**src/metering_adc_defs.vh**
```
`ifndef METERING_ADC_DEFS_VH
`define METERING_ADC_DEFS_VH

// ----------------------------------------------------------------------
// Timing
// ----------------------------------------------------------------------
`define CLK_HZ 32'd20000000
`define MCLK_HZ 32'd4096000
`define MOD_DIV 32'd5
`define WAVE_DIV 32'd160
`define MOD_HZ (`MCLK_HZ / `MOD_DIV)
`define DECIM_RATIO (`WAVE_DIV / `MOD_DIV)
`define DECIM_CNT_W 5

// ----------------------------------------------------------------------
// Register indices (byte address is four times the index)
// ----------------------------------------------------------------------
`define IDX_WAVE_MODE 8'h0D
`define IDX_GAIN 8'h1F
`define IDX_IRQ_EN 8'hDB
`define IDX_IRQ_STAT 8'hDE
`define IDX_IRQ_CLR 8'hDF
`define IDX_WAVE1_LO 8'hE2
`define IDX_WAVE1_MID 8'hE3
`define IDX_WAVE1_HI 8'hE4
`define IDX_WAVE2_LO 8'hE5
`define IDX_WAVE2_MID 8'hE6
`define IDX_WAVE2_HI 8'hE7

// ----------------------------------------------------------------------
// Fields and reset values
// ----------------------------------------------------------------------
`define GAIN_CUR_LSB 0
`define GAIN_VOLT_LSB 5
`define GAIN_MAX_CODE 3'h4
`define GAIN_RST 8'h00
`define WAVE_MODE_RST 8'h00
`define IRQ_EN_RST 8'h00
`define BIT_WAVE_READY 5
`define BIT_CLIP 4
`define STAT_MASK 8'h30

// ----------------------------------------------------------------------
// Converter codes
// ----------------------------------------------------------------------
`define FULL_SCALE_CODE 24'h20_C49B
`define MAX_CODE 24'h40_0000
`define MIN_CODE 24'hC0_0000
`define CODE_SHIFT 17

`endif

```
**src/sd_decimator.v**
```verilog
`timescale 1ns/1ns
`include "metering_adc_defs.vh"

// Integrate-and-dump low-pass over one decimation window of modulator bits
module sd_decimator (
    input wire clk_i,
    input wire rst_i,
    input wire ce_i,
    input wire run_i,
    input wire bit_stb_i,
    input wire mod_bit_i,
    output reg [23:0] sample_o,
    output reg valid_o,
    output reg clip_o
);

    // ------------------------------------------------------------------
    // Window accumulation
    // ------------------------------------------------------------------
    reg [`DECIM_CNT_W-1:0] pos_r;
    reg [`DECIM_CNT_W:0] ones_r;
    wire [`DECIM_CNT_W:0] ones_nxt;
    wire [`DECIM_CNT_W+1:0] diff;
    wire signed [23:0] raw;
    wire [31:0] ratio = `DECIM_RATIO;

    assign ones_nxt = ones_r + {{`DECIM_CNT_W{1'b0}}, mod_bit_i};
    // Bipolar count: ones minus zeros over the window
    assign diff = {ones_nxt, 1'b0} - ratio[`DECIM_CNT_W+1:0];
    assign raw = {diff, {`CODE_SHIFT{1'b0}}};

    // Both channels use this same scaling, so equal bits give equal codes
    always @(posedge clk_i) begin
        if (rst_i || !run_i) begin
            pos_r <= {`DECIM_CNT_W{1'b0}};
            ones_r <= {(`DECIM_CNT_W+1){1'b0}};
            sample_o <= 24'h00_0000;
            valid_o <= 1'b0;
            clip_o <= 1'b0;
        end else if (ce_i) begin
            valid_o <= 1'b0;
            clip_o <= 1'b0;
            if (bit_stb_i) begin
                pos_r <= pos_r + 1'b1;
                if (pos_r == {`DECIM_CNT_W{1'b1}}) begin
                    ones_r <= {(`DECIM_CNT_W+1){1'b0}};
                    valid_o <= 1'b1;
                    // Saturate at the extreme code in either polarity
                    if (raw > $signed(`MAX_CODE)) begin
                        sample_o <= `MAX_CODE;
                        clip_o <= 1'b1;
                    end else if (raw < $signed(`MIN_CODE)) begin
                        sample_o <= `MIN_CODE;
                        clip_o <= 1'b1;
                    end else begin
                        sample_o <= raw;
                        clip_o <= (raw == $signed(`MAX_CODE)) ||
                                  (raw == $signed(`MIN_CODE));
                    end
                end else begin
                    ones_r <= ones_nxt;
                end
            end
        end
    end

endmodule // sd_decimator

```
**src/metering_adc_ctrl.v**
```verilog
// Decided for this implementation: the Wishbone register port and the address map.
`timescale 1ns/1ns
`include "metering_adc_defs.vh"

// Contract
// Current gain from gain bits 2..0
// Voltage gain from gain bits 7..5
// Gains 1, 2, 4, 8, 16 via writes
// Gain code is exponent; codes above 4 reserved
// Samples go to waveform regs and energy path
// Converters off in battery or sleep state
// Modulator bit rate is 4.096 MHz/5
// Decimating filter makes 24-bit proportional words
// Both channels share one transfer scaling
// Full-scale input nominally gives 0x20C49B
// Output magnitude limited to 4,194,304
// Signed 24-bit samples, up to 25.6 kSPS
// Two-bit rate field picks 25.6..3.2 kSPS
// Waveform regs latch on high byte read
// Ready flag set; enabled flag raises interrupt
module metering_adc_ctrl (
    input wire clk_i,
    input wire rst_i,
    input wire ce_i,
    // Classic Wishbone slave
    input wire wb_cyc_i,
    input wire wb_stb_i,
    input wire wb_we_i,
    input wire [9:0] wb_adr_i,
    input wire [3:0] wb_sel_i,
    input wire [31:0] wb_dat_i,
    output reg [31:0] wb_dat_o,
    output wire wb_ack_o,
    // Power states from the power manager
    input wire battery_saving_state_i,
    input wire sleep_saving_state_i,
    // Modulator side
    input wire cur_mod_bit_i,
    input wire volt_mod_bit_i,
    output reg mod_clk_stb_o,
    output reg adc_power_down_o,
    output reg [2:0] cur_gain_o,
    output reg [2:0] volt_gain_o,
    // Energy processing path and interrupt
    output reg [23:0] cur_sample_o,
    output reg [23:0] volt_sample_o,
    output reg sample_valid_o,
    output wire irq_o
);

    // ------------------------------------------------------------------
    // Helpers
    // ------------------------------------------------------------------
    // Keep the old field when software writes a reserved code
    function [2:0] gain_pick;
        input [2:0] new_code;
        input [2:0] old_code;
        begin
            if (new_code > `GAIN_MAX_CODE)
                gain_pick = old_code;
            else
                gain_pick = new_code;
        end
    endfunction

    // Byte lane of a 24-bit sample
    function [7:0] byte_of;
        input [23:0] word;
        input [1:0] lane;
        begin
            case (lane)
                2'd0: byte_of = word[7:0];
                2'd1: byte_of = word[15:8];
                default: byte_of = word[23:16];
            endcase
        end
    endfunction

    // ------------------------------------------------------------------
    // Pin synchronisers
    // ------------------------------------------------------------------
    reg [1:0] cur_sync_r;
    reg [1:0] volt_sync_r;

    // Modulator bits are asynchronous to clk_i
    always @(posedge clk_i) begin
        if (rst_i) begin
            cur_sync_r <= 2'b00;
            volt_sync_r <= 2'b00;
        end else if (ce_i) begin
            cur_sync_r <= {cur_sync_r[0], cur_mod_bit_i};
            volt_sync_r <= {volt_sync_r[0], volt_mod_bit_i};
        end
    end

    // ------------------------------------------------------------------
    // Power control
    // ------------------------------------------------------------------
    wire run;

    assign run = !(battery_saving_state_i || sleep_saving_state_i);

    // Registered so the analog enable never glitches
    always @(posedge clk_i) begin
        if (rst_i)
            adc_power_down_o <= 1'b1;
        else if (ce_i)
            adc_power_down_o <= !run;
    end

    // ------------------------------------------------------------------
    // Modulator bit clock
    // ------------------------------------------------------------------
    reg [31:0] phase_r;
    wire [31:0] phase_sum;

    // Fractional divider: 20 MHz has no integer ratio to 819.2 kHz,
    // so the strobe jitters by one cycle but keeps the exact mean rate
    assign phase_sum = phase_r + `MOD_HZ;

    always @(posedge clk_i) begin
        if (rst_i || !run) begin
            phase_r <= 32'h0000_0000;
            mod_clk_stb_o <= 1'b0;
        end else if (ce_i) begin
            if (phase_sum >= `CLK_HZ) begin
                phase_r <= phase_sum - `CLK_HZ;
                mod_clk_stb_o <= 1'b1;
            end else begin
                phase_r <= phase_sum;
                mod_clk_stb_o <= 1'b0;
            end
        end
    end

    // ------------------------------------------------------------------
    // Decimation filters, one per channel, identical scaling
    // ------------------------------------------------------------------
    wire [23:0] cur_dec;
    wire [23:0] volt_dec;
    wire cur_dec_vld;
    wire volt_dec_vld;
    wire cur_clip;
    wire volt_clip;

    sd_decimator u_cur_dec (
        .clk_i(clk_i),
        .rst_i(rst_i),
        .ce_i(ce_i),
        .run_i(run),
        .bit_stb_i(mod_clk_stb_o),
        .mod_bit_i(cur_sync_r[1]),
        .sample_o(cur_dec),
        .valid_o(cur_dec_vld),
        .clip_o(cur_clip)
    );

    sd_decimator u_volt_dec (
        .clk_i(clk_i),
        .rst_i(rst_i),
        .ce_i(ce_i),
        .run_i(run),
        .bit_stb_i(mod_clk_stb_o),
        .mod_bit_i(volt_sync_r[1]),
        .sample_o(volt_dec),
        .valid_o(volt_dec_vld),
        .clip_o(volt_clip)
    );

    // Energy path gets every sample, independent of waveform rate
    always @(posedge clk_i) begin
        if (rst_i) begin
            cur_sample_o <= 24'h00_0000;
            volt_sample_o <= 24'h00_0000;
            sample_valid_o <= 1'b0;
        end else if (ce_i) begin
            sample_valid_o <= cur_dec_vld;
            if (cur_dec_vld) begin
                cur_sample_o <= cur_dec;
                volt_sample_o <= volt_dec;
            end
        end
    end

    // ------------------------------------------------------------------
    // Bus decode
    // ------------------------------------------------------------------
    reg ack_r;
    wire [7:0] idx;
    wire req;
    wire wr;
    wire rd;

    assign idx = wb_adr_i[9:2];
    assign req = wb_cyc_i && wb_stb_i && !ack_r;
    assign wr = wb_cyc_i && wb_stb_i && ack_r && wb_we_i && wb_sel_i[0];
    assign rd = req && !wb_we_i;
    assign wb_ack_o = ack_r;

    // ------------------------------------------------------------------
    // Software registers
    // ------------------------------------------------------------------
    reg [7:0] gain_r;
    reg [7:0] wave_mode_r;
    reg [7:0] irq_en_r;
    reg [7:0] stat_r;
    reg [7:0] stat_nxt;
    reg [2:0] rate_cnt_r;
    reg [23:0] pend_cur_r;
    reg [23:0] pend_volt_r;
    reg [23:0] wave_cur_r;
    reg [23:0] wave_volt_r;
    wire [2:0] rate_last;
    wire wave_evt;
    wire hi_read;

    // Decimated rate 25.6 kSPS divided by 1, 2, 4 or 8
    assign rate_last = (3'd1 << wave_mode_r[1:0]) - 3'd1;
    assign wave_evt = cur_dec_vld && (rate_cnt_r >= rate_last);
    assign hi_read = rd && ((idx == `IDX_WAVE1_HI) ||
                            (idx == `IDX_WAVE2_HI));

    // Gain, mode and interrupt enable registers
    always @(posedge clk_i) begin
        if (rst_i) begin
            gain_r <= `GAIN_RST;
            wave_mode_r <= `WAVE_MODE_RST;
            irq_en_r <= `IRQ_EN_RST;
        end else if (ce_i && wr) begin
            if (idx == `IDX_GAIN) begin
                gain_r[`GAIN_CUR_LSB+2:`GAIN_CUR_LSB] <= gain_pick(
                    wb_dat_i[`GAIN_CUR_LSB+2:`GAIN_CUR_LSB],
                    gain_r[`GAIN_CUR_LSB+2:`GAIN_CUR_LSB]);
                gain_r[`GAIN_VOLT_LSB+2:`GAIN_VOLT_LSB] <= gain_pick(
                    wb_dat_i[`GAIN_VOLT_LSB+2:`GAIN_VOLT_LSB],
                    gain_r[`GAIN_VOLT_LSB+2:`GAIN_VOLT_LSB]);
            end
            if (idx == `IDX_WAVE_MODE)
                wave_mode_r <= {6'd0, wb_dat_i[1:0]};
            if (idx == `IDX_IRQ_EN)
                irq_en_r <= wb_dat_i[7:0] & `STAT_MASK;
        end
    end

    // Gain fields drive the amplifiers as exponent codes
    always @(posedge clk_i) begin
        if (rst_i) begin
            cur_gain_o <= 3'd0;
            volt_gain_o <= 3'd0;
        end else if (ce_i) begin
            cur_gain_o <= gain_r[`GAIN_CUR_LSB+2:`GAIN_CUR_LSB];
            volt_gain_o <= gain_r[`GAIN_VOLT_LSB+2:`GAIN_VOLT_LSB];
        end
    end

    // Rate divider and pending sample capture
    always @(posedge clk_i) begin
        if (rst_i || !run) begin
            rate_cnt_r <= 3'd0;
            pend_cur_r <= 24'h00_0000;
            pend_volt_r <= 24'h00_0000;
        end else if (ce_i && cur_dec_vld) begin
            if (wave_evt) begin
                rate_cnt_r <= 3'd0;
                pend_cur_r <= cur_dec;
                pend_volt_r <= volt_dec;
            end else begin
                rate_cnt_r <= rate_cnt_r + 3'd1;
            end
        end
    end

    // Visible copy moves only on a high byte read, so a multi-byte
    // read ending on the high byte never mixes two samples
    always @(posedge clk_i) begin
        if (rst_i) begin
            wave_cur_r <= 24'h00_0000;
            wave_volt_r <= 24'h00_0000;
        end else if (ce_i && hi_read) begin
            wave_cur_r <= pend_cur_r;
            wave_volt_r <= pend_volt_r;
        end
    end

    // Sticky status: a new event wins over a clear in the same cycle
    always @* begin
        stat_nxt = stat_r;
        if (wr && idx == `IDX_IRQ_CLR)
            stat_nxt = stat_nxt & ~wb_dat_i[7:0];
        if (wave_evt)
            stat_nxt[`BIT_WAVE_READY] = 1'b1;
        if ((cur_clip || volt_clip))
            stat_nxt[`BIT_CLIP] = 1'b1;
    end

    always @(posedge clk_i) begin
        if (rst_i)
            stat_r <= 8'h00;
        else if (ce_i)
            stat_r <= stat_nxt & `STAT_MASK;
    end

    // Level interrupt while any enabled flag stands
    assign irq_o = |(stat_r & irq_en_r);

    // ------------------------------------------------------------------
    // Bus answer: one wait state, zero for unmapped reads
    // ------------------------------------------------------------------
    always @(posedge clk_i) begin
        if (rst_i) begin
            ack_r <= 1'b0;
            wb_dat_o <= 32'h0000_0000;
        end else if (ce_i) begin
            ack_r <= req;
            if (rd) begin
                case (idx)
                    `IDX_GAIN: wb_dat_o <= {24'd0, gain_r};
                    `IDX_WAVE_MODE: wb_dat_o <= {24'd0, wave_mode_r};
                    `IDX_IRQ_EN: wb_dat_o <= {24'd0, irq_en_r};
                    `IDX_IRQ_STAT: wb_dat_o <= {24'd0, stat_r};
                    `IDX_WAVE1_LO:
                        wb_dat_o <= {24'd0, byte_of(wave_cur_r, 2'd0)};
                    `IDX_WAVE1_MID:
                        wb_dat_o <= {24'd0, byte_of(wave_cur_r, 2'd1)};
                    `IDX_WAVE1_HI:
                        wb_dat_o <= {24'd0, byte_of(wave_cur_r, 2'd2)};
                    `IDX_WAVE2_LO:
                        wb_dat_o <= {24'd0, byte_of(wave_volt_r, 2'd0)};
                    `IDX_WAVE2_MID:
                        wb_dat_o <= {24'd0, byte_of(wave_volt_r, 2'd1)};
                    `IDX_WAVE2_HI:
                        wb_dat_o <= {24'd0, byte_of(wave_volt_r, 2'd2)};
                    default: wb_dat_o <= 32'h0000_0000;
                endcase
            end else begin
                wb_dat_o <= 32'h0000_0000;
            end
        end
    end

    // Full-scale reference code, kept for the energy path scaling
    // and for checking; nominal only, the analog side sets it
    wire [23:0] full_scale_ref = `FULL_SCALE_CODE;

endmodule // metering_adc_ctrl

```
**config.mk**
```make
export PLATFORM = sky130hd
export DESIGN_NAME = metering_adc_ctrl
export DESIGN_NICKNAME = d
export VERILOG_FILES = /design/src/sd_decimator.v /design/src/metering_adc_ctrl.v
export VERILOG_INCLUDE_DIRS = /design/src
export SDC_FILE = /design/constraint.sdc
export NUM_CORES = 1
export LEC_CHECK = 0
export BUFFER_PORTS_ARGS = -buffer_cell sky130_fd_sc_hd__buf_2
export CORE_UTILIZATION = 50
export CTS_CLUSTER_SIZE = 8
export DETAILED_ROUTE_END_ITERATION = 8
export PLACE_DENSITY = 0.83
export REMOVE_ABC_BUFFERS = 1
export SYNTH_ARGS = -nofsm -noshare
export SYNTH_HDL_FRONTEND = slang
export SYNTH_HIERARCHICAL = 1
export SYNTH_SLANG_ARGS = --single-unit
```
**constraint.sdc**
```tcl
create_clock -name clk_i -period 3.5 [get_ports clk_i]
set_input_delay 0.35 -clock clk_i [delete_from_list [all_inputs] [get_ports clk_i]]
set_output_delay 0.35 -clock clk_i [all_outputs]
set_load 0.01 [all_outputs]
```
# == After elaboration in Yosys (flattened, before gate mapping) ==
# Cells that the tools add are included.
# word_totals
word_cells,131
mem_count,0
ramBits,0
rom_bits,0
ff_bits,310
in_bits,56
out_inout_bits,91
latchBits,0
# classes
shifts,1
addsub,10
muxes,24
magnitude_cmp,8
reduce_logical,34
bitwise_logic,5
mul,0
div_mod_pow,0
n_eq_ne,17
# ops
operator,count
24-bit two-way mux,4
8-bit one-hot mux with 10 select lines,1
"8-bit == test, second input constant",9
32-bit two-way mux,2
"24-bit > comparator, second input constant",2
"24-bit by 23-bit < comparator with 1-bit output, second input constant",2
"32-bit by 20-bit adder with 32-bit output, second input constant",1
"32-bit by 25-bit greater-or-equal comparator with 1-bit output, second input constant",1
"32-bit by 25-bit subtractor with 32-bit output, second input constant",1
6-bit two-way mux,3
"7-bit by 6-bit == test with 1-bit output, second input constant",2
"7-bit == test, second input constant",2
2-bit AND reduction,7
"7-bit by 6-bit subtractor with 7-bit output, second input constant",2
1-bit two-way mux,13
6-bit by 1-bit adder with 6-bit output,2
6-bit bitwise AND,2
1-bit logical AND,12
3-bit AND reduction,4
"5-bit by 1-bit adder with 5-bit output, second input constant",2
"5-bit == test, second input constant",2
"8-bit by 4-bit == test with 1-bit output, second input constant",1
"8-bit by 5-bit == test with 1-bit output, second input constant",1
8-bit OR reduction,1
11 further kinds,20

# == Logic depth before layout (Yosys ltp) ==
# Gate-level depths: netlist of run 1.
# depth
word_depth,8
mapped_depth,12
mapped_depth_nobuf,11

# == Hierarchy ==
# Netlist of run 1, hierarchy kept.
# by_module_without_submodules
mod,instances,area_each_um2,cells_per_inst,seq_area_each_um2
metering_adc_ctrl,1,8992.4,1153,4103.9
sd_decimator (u_cur_dec),1,1066.0,131,380.4
sd_decimator (u_volt_dec),1,1056.0,128,380.4

# == Least setup slack after synthesis of run 1 ==
# Ideal clock, no wire load.
# synth_timing
path_type,reg2reg
start,register phase_r[16]
end,register phase_r[18]
required_ns,3.430
n_path_buf,2
synth_period_minus_slack_ns,2.952
t_arrival_ns,2.882
setup_slack_ns,0.548
setup_ns,0.070
stages_incl_launch_ff,12
cell_sequence,dfxtp_1 -> ha_1 -> buf_2 -> a211oi_2 -> nor3_1 -> a31oi_1 -> nor3_4 -> buf_2 -> a21oi_1 -> mux2i_1 -> or4_1 -> a21oi_1
# synth_between
elab_chain_cells,3
word_cells_on_any_way,4
cone_classes,2 x add/sub; 1 x order compare; 1 x mux
# synth_lines
element,line,rtl
from (decl),metering_adc_ctrl.v:114,reg [31:0] phase_r;
from (signal assigned),metering_adc_ctrl.v:127,phase_r <= phase_sum - `CLK_HZ;
from (signal assigned),metering_adc_ctrl.v:130,phase_r <= phase_sum;
32-bit by 20-bit adder with 32-bit output (no source line) (*),n/a,
32-bit by 25-bit subtractor with 32-bit output (no source line) / 32-bit by 25-bit greater-or-equal comparator with 1-bit output (equally long branches),n/a,
32-bit two-way mux (*),metering_adc_ctrl.v:126,if (phase_sum >= `CLK_HZ) begin
# Every way passes the cells marked *; elsewhere a longest branch is shown, timed or not.
# A chain may end at the register's enable or synchronous reset.

# == Worst setup path after layout of run 1 ==
# layout_timing
start,register phase_r[15]
end,register phase_r[18]
# Same word-level chain as after synthesis.

==> results of run 1 <==
worst reg2reg max path: cells and delay by family (launching register included):
family / cells / cell delay (ps)
adders and majority gates: 1 / 260
DFF: 1 / 530
and+or+nand+nor: 4 / 960
AOI/OAI and AO/OA: 5 / 920
buffers and inverters: 2 / 370
state kept, by name (all words and copies together) (netlist names), 5 cells and up:
name and cells:
u_volt_dec/ones_r 6, pend_cur_r 24, volt_sample_o 24, cur_sample_o 24
gain_r 6, pend_volt_r 24, u_cur_dec/ones_r 6, u_volt_dec/sample_o 6
wave_volt_r 24, wave_cur_r 24, u_volt_dec/pos_r 5, phase_r 24
u_cur_dec/sample_o 6, wb_dat_o 8, u_cur_dec/pos_r 5
area by class of cell:
cell class,instances,share of cell area [%]
Multi-Input combinational cell,1056,45.1
Inverter,18,0.545
Clock buffer,36,7.27
Sequential cell,242,39.1
Clock inverter,3,0.272
Antenna cell,1,0.0202
Tap cell,280,2.83
Timing Repair Buffer,112,4.94
through the flow:
step	utilization (%)	std cells	setup WS (ps)	hold WS [ps]
finish	57.0	1748	372	91.7
global route	57.0	1748	133	102
CTS	57.0	1747	239	76.8
detailed placement	52.7	1708	253	443
global placement	52.7	1708	379	440
floorplan	-	1316	54.1	419
power groups by stage:
stage | clock, mW | sequential (mW) | combinational [mW]
4_1_cts | 2.99 | 2.77 | 0.167
6_report | 2.94 | 2.77 | 0.171
5_1_grt | 3.10 | 2.77 | 0.189
3_5_place_dp | 0 | 2.83 | 0.167
2_1_floorplan | 0 | 2.83 | 0.0789
3_3_place_gp | 0 | 2.83 | 0.164
metal layers:
metal	vias up	global-route usage, %
met5	-	0
met4	0	8.60
met3	55	3.64
met2	320	37.0
met1	4566	28.4
li1	4744	-
worst max-delay path by stage:
stage,to,from
after CTS,phase_r[18]$_SDFFE_PP0P_,phase_r[15]$_SDFFE_PP0P_
after global routing,phase_r[18]$_SDFFE_PP0P_,phase_r[15]$_SDFFE_PP0P_
final,phase_r[18]$_SDFFE_PP0P_,phase_r[15]$_SDFFE_PP0P_
after global placement,phase_r[18]$_SDFFE_PP0P_,phase_r[15]$_SDFFE_PP0P_
after floorplan,phase_r[18]$_SDFFE_PP0P_,phase_r[15]$_SDFFE_PP0P_
after detailed placement,phase_r[18]$_SDFFE_PP0P_,phase_r[15]$_SDFFE_PP0P_
==> impl.org, run 1 <==
** Power and ir drop
- Internal :: 4.62 mW
- In this run, the clock network consumes 49.9% of the power.
- Highest ir drop seen on vdd :: 0.280 mV
- For this design the total switching power over the nets is 1.26 mW.
- Power spread over the standard cell area amounts to 475 mW/mm^2.
- Power Total :: 5.88 mW
- Sequential power share :: 47.1%
- Of the total power, the share spent switching nets is 21.4%.
- Combinational logic is responsible for 2.9% of the overall power.
- Static leakage :: 4.53 nW

** Drt
- Uppermost layer routed :: met4
- Count of antenna-violating nets left after detailed routing :: 0
- Wirelength per Cell :: 14.7 um
- The first routing iteration left 776 violations.
- For this block, the via count after detailed routing is 9,685.
- After detailed routing, the total wire length is 25,800 um.
- The detailed router put a total of 11,200 um of wire on met1.
- The first TritonRoute pass finished after 7 iterations.
- DR vias/cell :: 5.54
- For this run, design rule violations remaining after detail routing come to 0.
- The routed design uses 12,300 um of met2 wire.
- After detailed routing, the met3 layer carries 1490 um of wire.

** STA
- The hold violation total from the final report came to 0.
- Max-slew headroom at the worst pin :: 27.5%
- The max-slew violation count came to 0.
- Setup violations remaining at the end of the flow were counted as 0.
- In the finished design, the share of the clock period the worst path needs comes to 89.4%.
- Aggregate negative setup slack :: 0 ps
- Unrepaired setup endpoints after global routing :: false
- Based on the critical path, the design can be clocked at up to 0.320 GHz.
- For the pin with the worst max-slew slack, the measured transition is 1090 ps.
- For the final database, setup skew stands at 13.1 ps.
- Min Clock Period, post-route :: 3130 ps

** GRT
- After global routing the overflow that remains totals 0.
- The number of antenna violations at the first check in global routing came to 1.
- Pin count of the biggest net entering global routing :: 73
- The via count of the first global-routing pass was 8,624.
- Overall track demand over capacity in global routing :: 22.1%
- First-pass GRT wire length :: 40,800 um

** Worst setup path
- Crit-path most repeated cell :: sky130_fd_sc_hd__buf_4
- The endpoint identified for the worst register-to-register timing path is phase_r[18]$_SDFFE_PP0P_.
- Worst setup SP type :: register
- For this run, the slowest stage of the critical path takes 530 ps.
- The number of buffers and inverters on the critical path is 2.
- The critical path crosses 12 cells after its start point.
- The worst register-to-register path has a depth of 12.
- Walking the worst path, the cells encountered are ha_1, buf_4, nand2_1, a21o_1, a211o_1, o211a_1, nor3_1, buf_4, and2_4, a2111oi_1, or4_1, a21oi_1.
- For the worst setup path, the data arrival time is 3540 ps.
- The startpoint identified for the worst register-to-register timing path is phase_r[15]$_SDFFE_PP0P_.
- Worst setup EP type :: register
- Category of the critical setup timing path :: register to register
- For the worst setup path, the data required time is 3910 ps.
- Cell family with most CP delay :: simple AND/OR/NAND/NOR gates
- Cell with the largest stage delay on the worst path :: sky130_fd_sc_hd__dfxtp_1
- Of all nets on the critical path, the largest fanout is 11.
- Register-to-register setup slack :: 370 ps

** Floorplan
- Overall die height :: 151 um
- IO Count :: 147
- Cell row count :: 54
- The initial utilization of the core area, before any placement, comes to 51.0%.
- Die W :: 151 um
- Die Outline Area :: 0.0228 sq mm
- Core area :: 0.0218 sq mm

** Clock tree
- After clock tree synthesis, the clock-pin slew on the worst setup and hold paths is 50 ps.
- Clock tree synthesis found a total of 242 sinks.
- Maximum level of the CTS H-tree :: 2
- After clock tree synthesis, the repair step resized 0 gates.
- TritonCTS built the clock tree.
- After clock tree synthesis, the flow added hold-fix buffers numbering 0.
- Counting the buffers created by CTS gives 36.
- CTS placed an instance of sky130_fd_sc_hd__clkbuf_16 at the clock tree root.
- Postcts setup bufs :: 0
- Clock Latency Late Sink :: 500 ps
- Number of buffers on the longest clock path :: 3

** Synthesis
- Count of yosys warnings during synthesis :: 6
- The synthesized netlist occupies a cell area of 0.0111 sq mm.
- Synthesis handed over a netlist of 1,409 instances.
- Avg Synthesized Cell Area :: 7.87 sq um

** Finish
- The layout has 1,953 filler cells.
- Area of the multi-input gates :: 0.00559 sq mm
- Top library cells by usage in the layout, fill and taps aside :: 376 x sky130_fd_sc_hd__nand2_1, 242 x sky130_fd_sc_hd__dfxtp_1, 213 x sky130_fd_sc_hd__a21oi_1
- Cells with a size suffix above 1 make up 12.5% of the layout.
- For this run, the post-layout net count is 1,545.
- Area Overhead vs Synth :: 11.9%
- Design area :: 0.0124 sq mm
- Area occupied by registers :: 0.00484 sq mm
- Most common library cell in the layout ignoring fill and taps :: sky130_fd_sc_hd__nand2_1

** Min path
- Hold/Removal Path Class :: input port to register
- The path with the worst hold slack has its endpoint at volt_sync_r[0]$_SDFFE_PP0P_.
- In this run the most critical hold path is launched from volt_mod_bit_i.
- Min-Delay Path Depth :: 3

** Placed design
- After detailed placement, the total cell area comes to 0.0115 sq mm.
- Buffers placed on the I/O ports in this run total 92.
- Summed over all nets, the half-perimeter wirelength after detailed placement is 17,100 um.
- Final weighted congestion of routability-driven global placement :: 0.884

** Run
- The tool flagged a number of max-cap violations equal to 0.

** Status
- The run finished with clean final reports.
Note: power is estimated with default switching activity, not from simulation.
==> inputs of run 2 (changes only) <==
--- a/config.mk
+++ b/config.mk
@@ -11,7 +11,6 @@
 export CTS_CLUSTER_SIZE = 8
 export DETAILED_ROUTE_END_ITERATION = 8
 export PLACE_DENSITY = 0.83
-export REMOVE_ABC_BUFFERS = 1
 export SYNTH_ARGS = -nofsm -noshare
 export SYNTH_HDL_FRONTEND = slang
 export SYNTH_HIERARCHICAL = 1
==> impl.org, run 2 (synthesis gave the netlist of run 1 again) <==
** Clock tree
- The H-tree depth came to 2 (unchanged).
- The maximum clock path buffer count is 3 (unchanged).
- The number of CTS-inserted buffers was 36 (unchanged).
- Clock transition at the register clock pins on the worst setup and hold paths after CTS :: 50 ps (about the same)
- Clock Latency Late Sink :: 510 ps (about the same)
- Clk sinks :: 242 (unchanged)
- Post-CTS Hold Buffers :: 0 (unchanged)
- CTS tree :: built
- CTS root buffer :: sky130_fd_sc_hd__clkbuf_16
- Postcts setup bufs :: 0 (unchanged)
- Number of gates resized after CTS :: 0 (unchanged)

** Power and ir drop
- Internal :: 4.64 mW (+0.32%)
- The total power after layout is 5.94 mW (+0.89%).
- Switching power share of the total :: 21.9% (+0.45 points)
- The sequential fraction of design power was 46.7% (-0.4 points).
- PwrDens :: 479 mW/mm^2 (+0.91%)
- The leakage power of the design came to 4.53 nW (about the same).
- Portion of total power attributed to the clock network :: 50.4% (+0.5 points)
- The power share of the combinational group is 2.8% (about the same).
- Highest ir drop seen on vdd :: 0.298 mV (+6.6%)
- The net switching power figure came to 1.30 mW (+3.0%).

** Worst setup path
- Arrival time of data at the critical path endpoint :: 3680 ps (+140 ps)
- The length in cells of the worst reg-to-reg path was 11 (-1).
- Reg-to-reg critical path startpoint :: phase_r[15]$_SDFFE_PP0P_
- The worst register-to-register path ends at phase_r[22]$_SDFFE_PP0P_.
- The maximum fanout along the worst path came to 11 (unchanged).
- Register-to-register setup slack :: 250 ps (-120 ps)
- Category of the critical setup timing path :: register to register
- The worst setup path is launched from a register.
- The required time of the critical path is 3930 ps (+20 ps).
- Walking the worst path, the cells encountered are ha_1, a211oi_2, nor4_2, xnor2_1, nand2_1, nor3_4, buf_4, nand2_4, mux2_4, or3_1, a21oi_1.
- Delay of the slowest cell on the worst path :: 550 ps (+20 ps)
- STA classifies the critical path endpoint as a register.
- Cell with the largest stage delay on the worst path :: sky130_fd_sc_hd__dfxtp_1

** STA
- Unrepaired setup endpoints after global routing :: false
- Number of setup violations in the final report :: 0 (unchanged)
- Min Clock Period, post-route :: 3250 ps (+123 ps)
- Final period utilization :: 92.9% (+3.5 points)
- The post-route worst hold slack is 77.5 ps (-14.3 ps).
- The hold violation total from the final report is 0 (unchanged).
- Aggregate negative setup slack :: 0 ps (unchanged)
- The actual transition at the worst max-transition pin came to 1120 ps (+32.2 ps).
- Maximum frequency from static timing analysis :: 0.308 GHz (-3.8%)
- Max Transition Viols Final :: 0 (unchanged)
- The worst relative slew slack came to 25.5% (-2.0 points).
- Fin Clk Skew :: 13.6 ps (+0.492 ps)

** Floorplan
- The count of pins on the block boundary is 147 (unchanged).
- Core area :: 0.0218 sq mm (unchanged)
- The row count is 54 (unchanged).
- The starting density of the core was 51.0% (unchanged).
- Die Outline Area :: 0.0228 sq mm (unchanged)
- The die extent in x was 151 um (unchanged).
- Overall die height :: 151 um (unchanged)

** GRT
- The largest net degree at the start of global routing came to 107 (+47%).
- Initial antenna violation count :: 0 (-1)
- The wire length of the first global-routing pass is 42,700 um (+4.6%).
- The combined global-route utilization of all metal layers was 23.1% (+0.99 points).
- Vias in the first global route :: 8,819 (+2.3%)
- The sum of overflow across all layers after global routing came to 0 (unchanged).

** Finish
- The post-layout net count came to 1,543 (-0.13%).
- The library cell used most frequently in the layout, excluding fill and tap cells, is sky130_fd_sc_hd__nand2_1.
- The antenna diode instance count came to 0 (-1).
- Leaving out fill and tap cells, the most frequent cells in the layout are 376 x sky130_fd_sc_hd__nand2_1, 242 x sky130_fd_sc_hd__dfxtp_1, 213 x sky130_fd_sc_hd__a21oi_1.
- The growth of design area from synthesis to finish came to 11.8% (about the same).
- Proportion of layout cells with a drive suffix above 1 :: 12.3% (-0.13 points)

** Drt
- The count of TritonRoute iterations in the first routing pass came to 6 (-1).
- In this run the top signal layer used is met4.
- The length of routed met3 wiring was 1900 um (+27%).
- The DRC violation count after routing was 0 (unchanged).
- Routed length on met1 :: 11,700 um (+4.3%)
- DRT iter0 DRCs :: 826 (+6.4%)
- DR vias/cell :: 5.50 (-0.71%)
- The number of antenna-violating nets in the routed design came to 0 (unchanged).
- The routed length per placed instance came to 15.1 um (+2.5%).
- The routed wire length came to 26,400 um (+2.4%).
- The via count came to 9,605 (-0.83%).
- The met2 wirelength from detailed routing came to 12,200 um (-1.0%).

** Run
- The max-cap check violation count was 0 (unchanged).

** Min path
- Min-Delay Path Depth :: 3 (unchanged)
- For hold timing, the worst endpoint is volt_sync_r[0]$_SDFFE_PP0P_.
- Source of the worst hold timing path :: volt_mod_bit_i
- The tightest min-delay check is of the input port to register type.

** Placed design
- The post-detailed-placement half-perimeter wirelength was 17,700 um (+3.8%).
- Number of buffers added on ports :: 92 (unchanged)
- The placer congestion estimate was 0.874 (-1.1%).

** Status
- The flow ran to the end, and the final reports show no timing, DRC or antenna violations.
[run 2: cell types whose count changed in the layout (fill, tap and decap cells not counted)]
| cell | change |
|---|---|
| sky130_fd_sc_hd__nor3_2 | -1 |
| sky130_fd_sc_hd__diode_2 | -1 |
| sky130_fd_sc_hd__inv_16 | +1 |
| sky130_fd_sc_hd__nor3_1 | +1 |
| sky130_fd_sc_hd__buf_4 | -2 |
[run 2: layer usage]
layer | GRT usage (%) | vias to the layer above
li1 | - | 4729
met1 | 30.1 | 4516
met2 | 38.5 | 310
met3 | 4.67 | 50
met4 | 6.85 | 0
met5 | 0 | -
[run 2: per-stage QoR]
stage | worst slack, ps | instance area [sq um] | utilization (%) | std cells
after floorplan | 548 | 11300 | - | 1466
after global placement | 368 | 11400 | 52.6 | 1706
after detailed placement | 302 | 11400 | 52.6 | 1706
after CTS | 288 | 12400 | 57.0 | 1746
after global routing | 20.5 | 12400 | 57.0 | 1746
final | 250 | 12400 | 57.0 | 1746
[run 2: area by class of cell]
| class | instances | area (sq um) |
|---|---|---|
| Fill cell | 1917 | 9360 |
| Sequential cell | 242 | 4840 |
| Timing Repair Buffer | 110 | 598 |
| Multi-Input combinational cell | 1056 | 5580 |
| Clock buffer | 36 | 901 |
| Clock inverter | 4 | 53.8 |
| Tap cell | 280 | 350 |
| Inverter | 18 | 67.6 |
[run 2: power groups by stage]
stage               logic [mW]  clock network [mW]  registers, mW
finish                   0.169                2.99           2.77
global route             0.187                3.14           2.77
CTS                      0.164                3.04           2.77
detailed placement       0.163                   0           2.83
global placement         0.161                   0           2.83
floorplan                0.166                   0           2.82
[run 2: how the worst max path moves through the flow]
stage	startpoint	to	slack [ps]
after floorplan	phase_r[16]$_SDFFE_PP0P_	phase_r[18]$_SDFFE_PP0P_	550
after global placement	phase_r[15]$_SDFFE_PP0P_	phase_r[30]$_SDFFE_PP0P_	370
after detailed placement	phase_r[15]$_SDFFE_PP0P_	phase_r[30]$_SDFFE_PP0P_	300
after CTS	phase_r[15]$_SDFFE_PP0P_	phase_r[22]$_SDFFE_PP0P_	290
after global routing	phase_r[15]$_SDFFE_PP0P_	phase_r[22]$_SDFFE_PP0P_	20
final	phase_r[15]$_SDFFE_PP0P_	phase_r[22]$_SDFFE_PP0P_	250
[run 2: critical path, delay by kind of cell, from the launching register on]
| kind | cells | cell delay [ps] |
|---|---|---|
| multiplexers | 1 | 300 |
| flip-flops | 1 | 550 |
| XOR/XNOR | 1 | 170 |
| adder cells (fa/ha/maj) | 1 | 400 |
| AND/OR/NAND/NOR | 5 | 1220 |
| buffers and inverters | 1 | 200 |
| AO/OA/AOI/OAI | 2 | 330 |
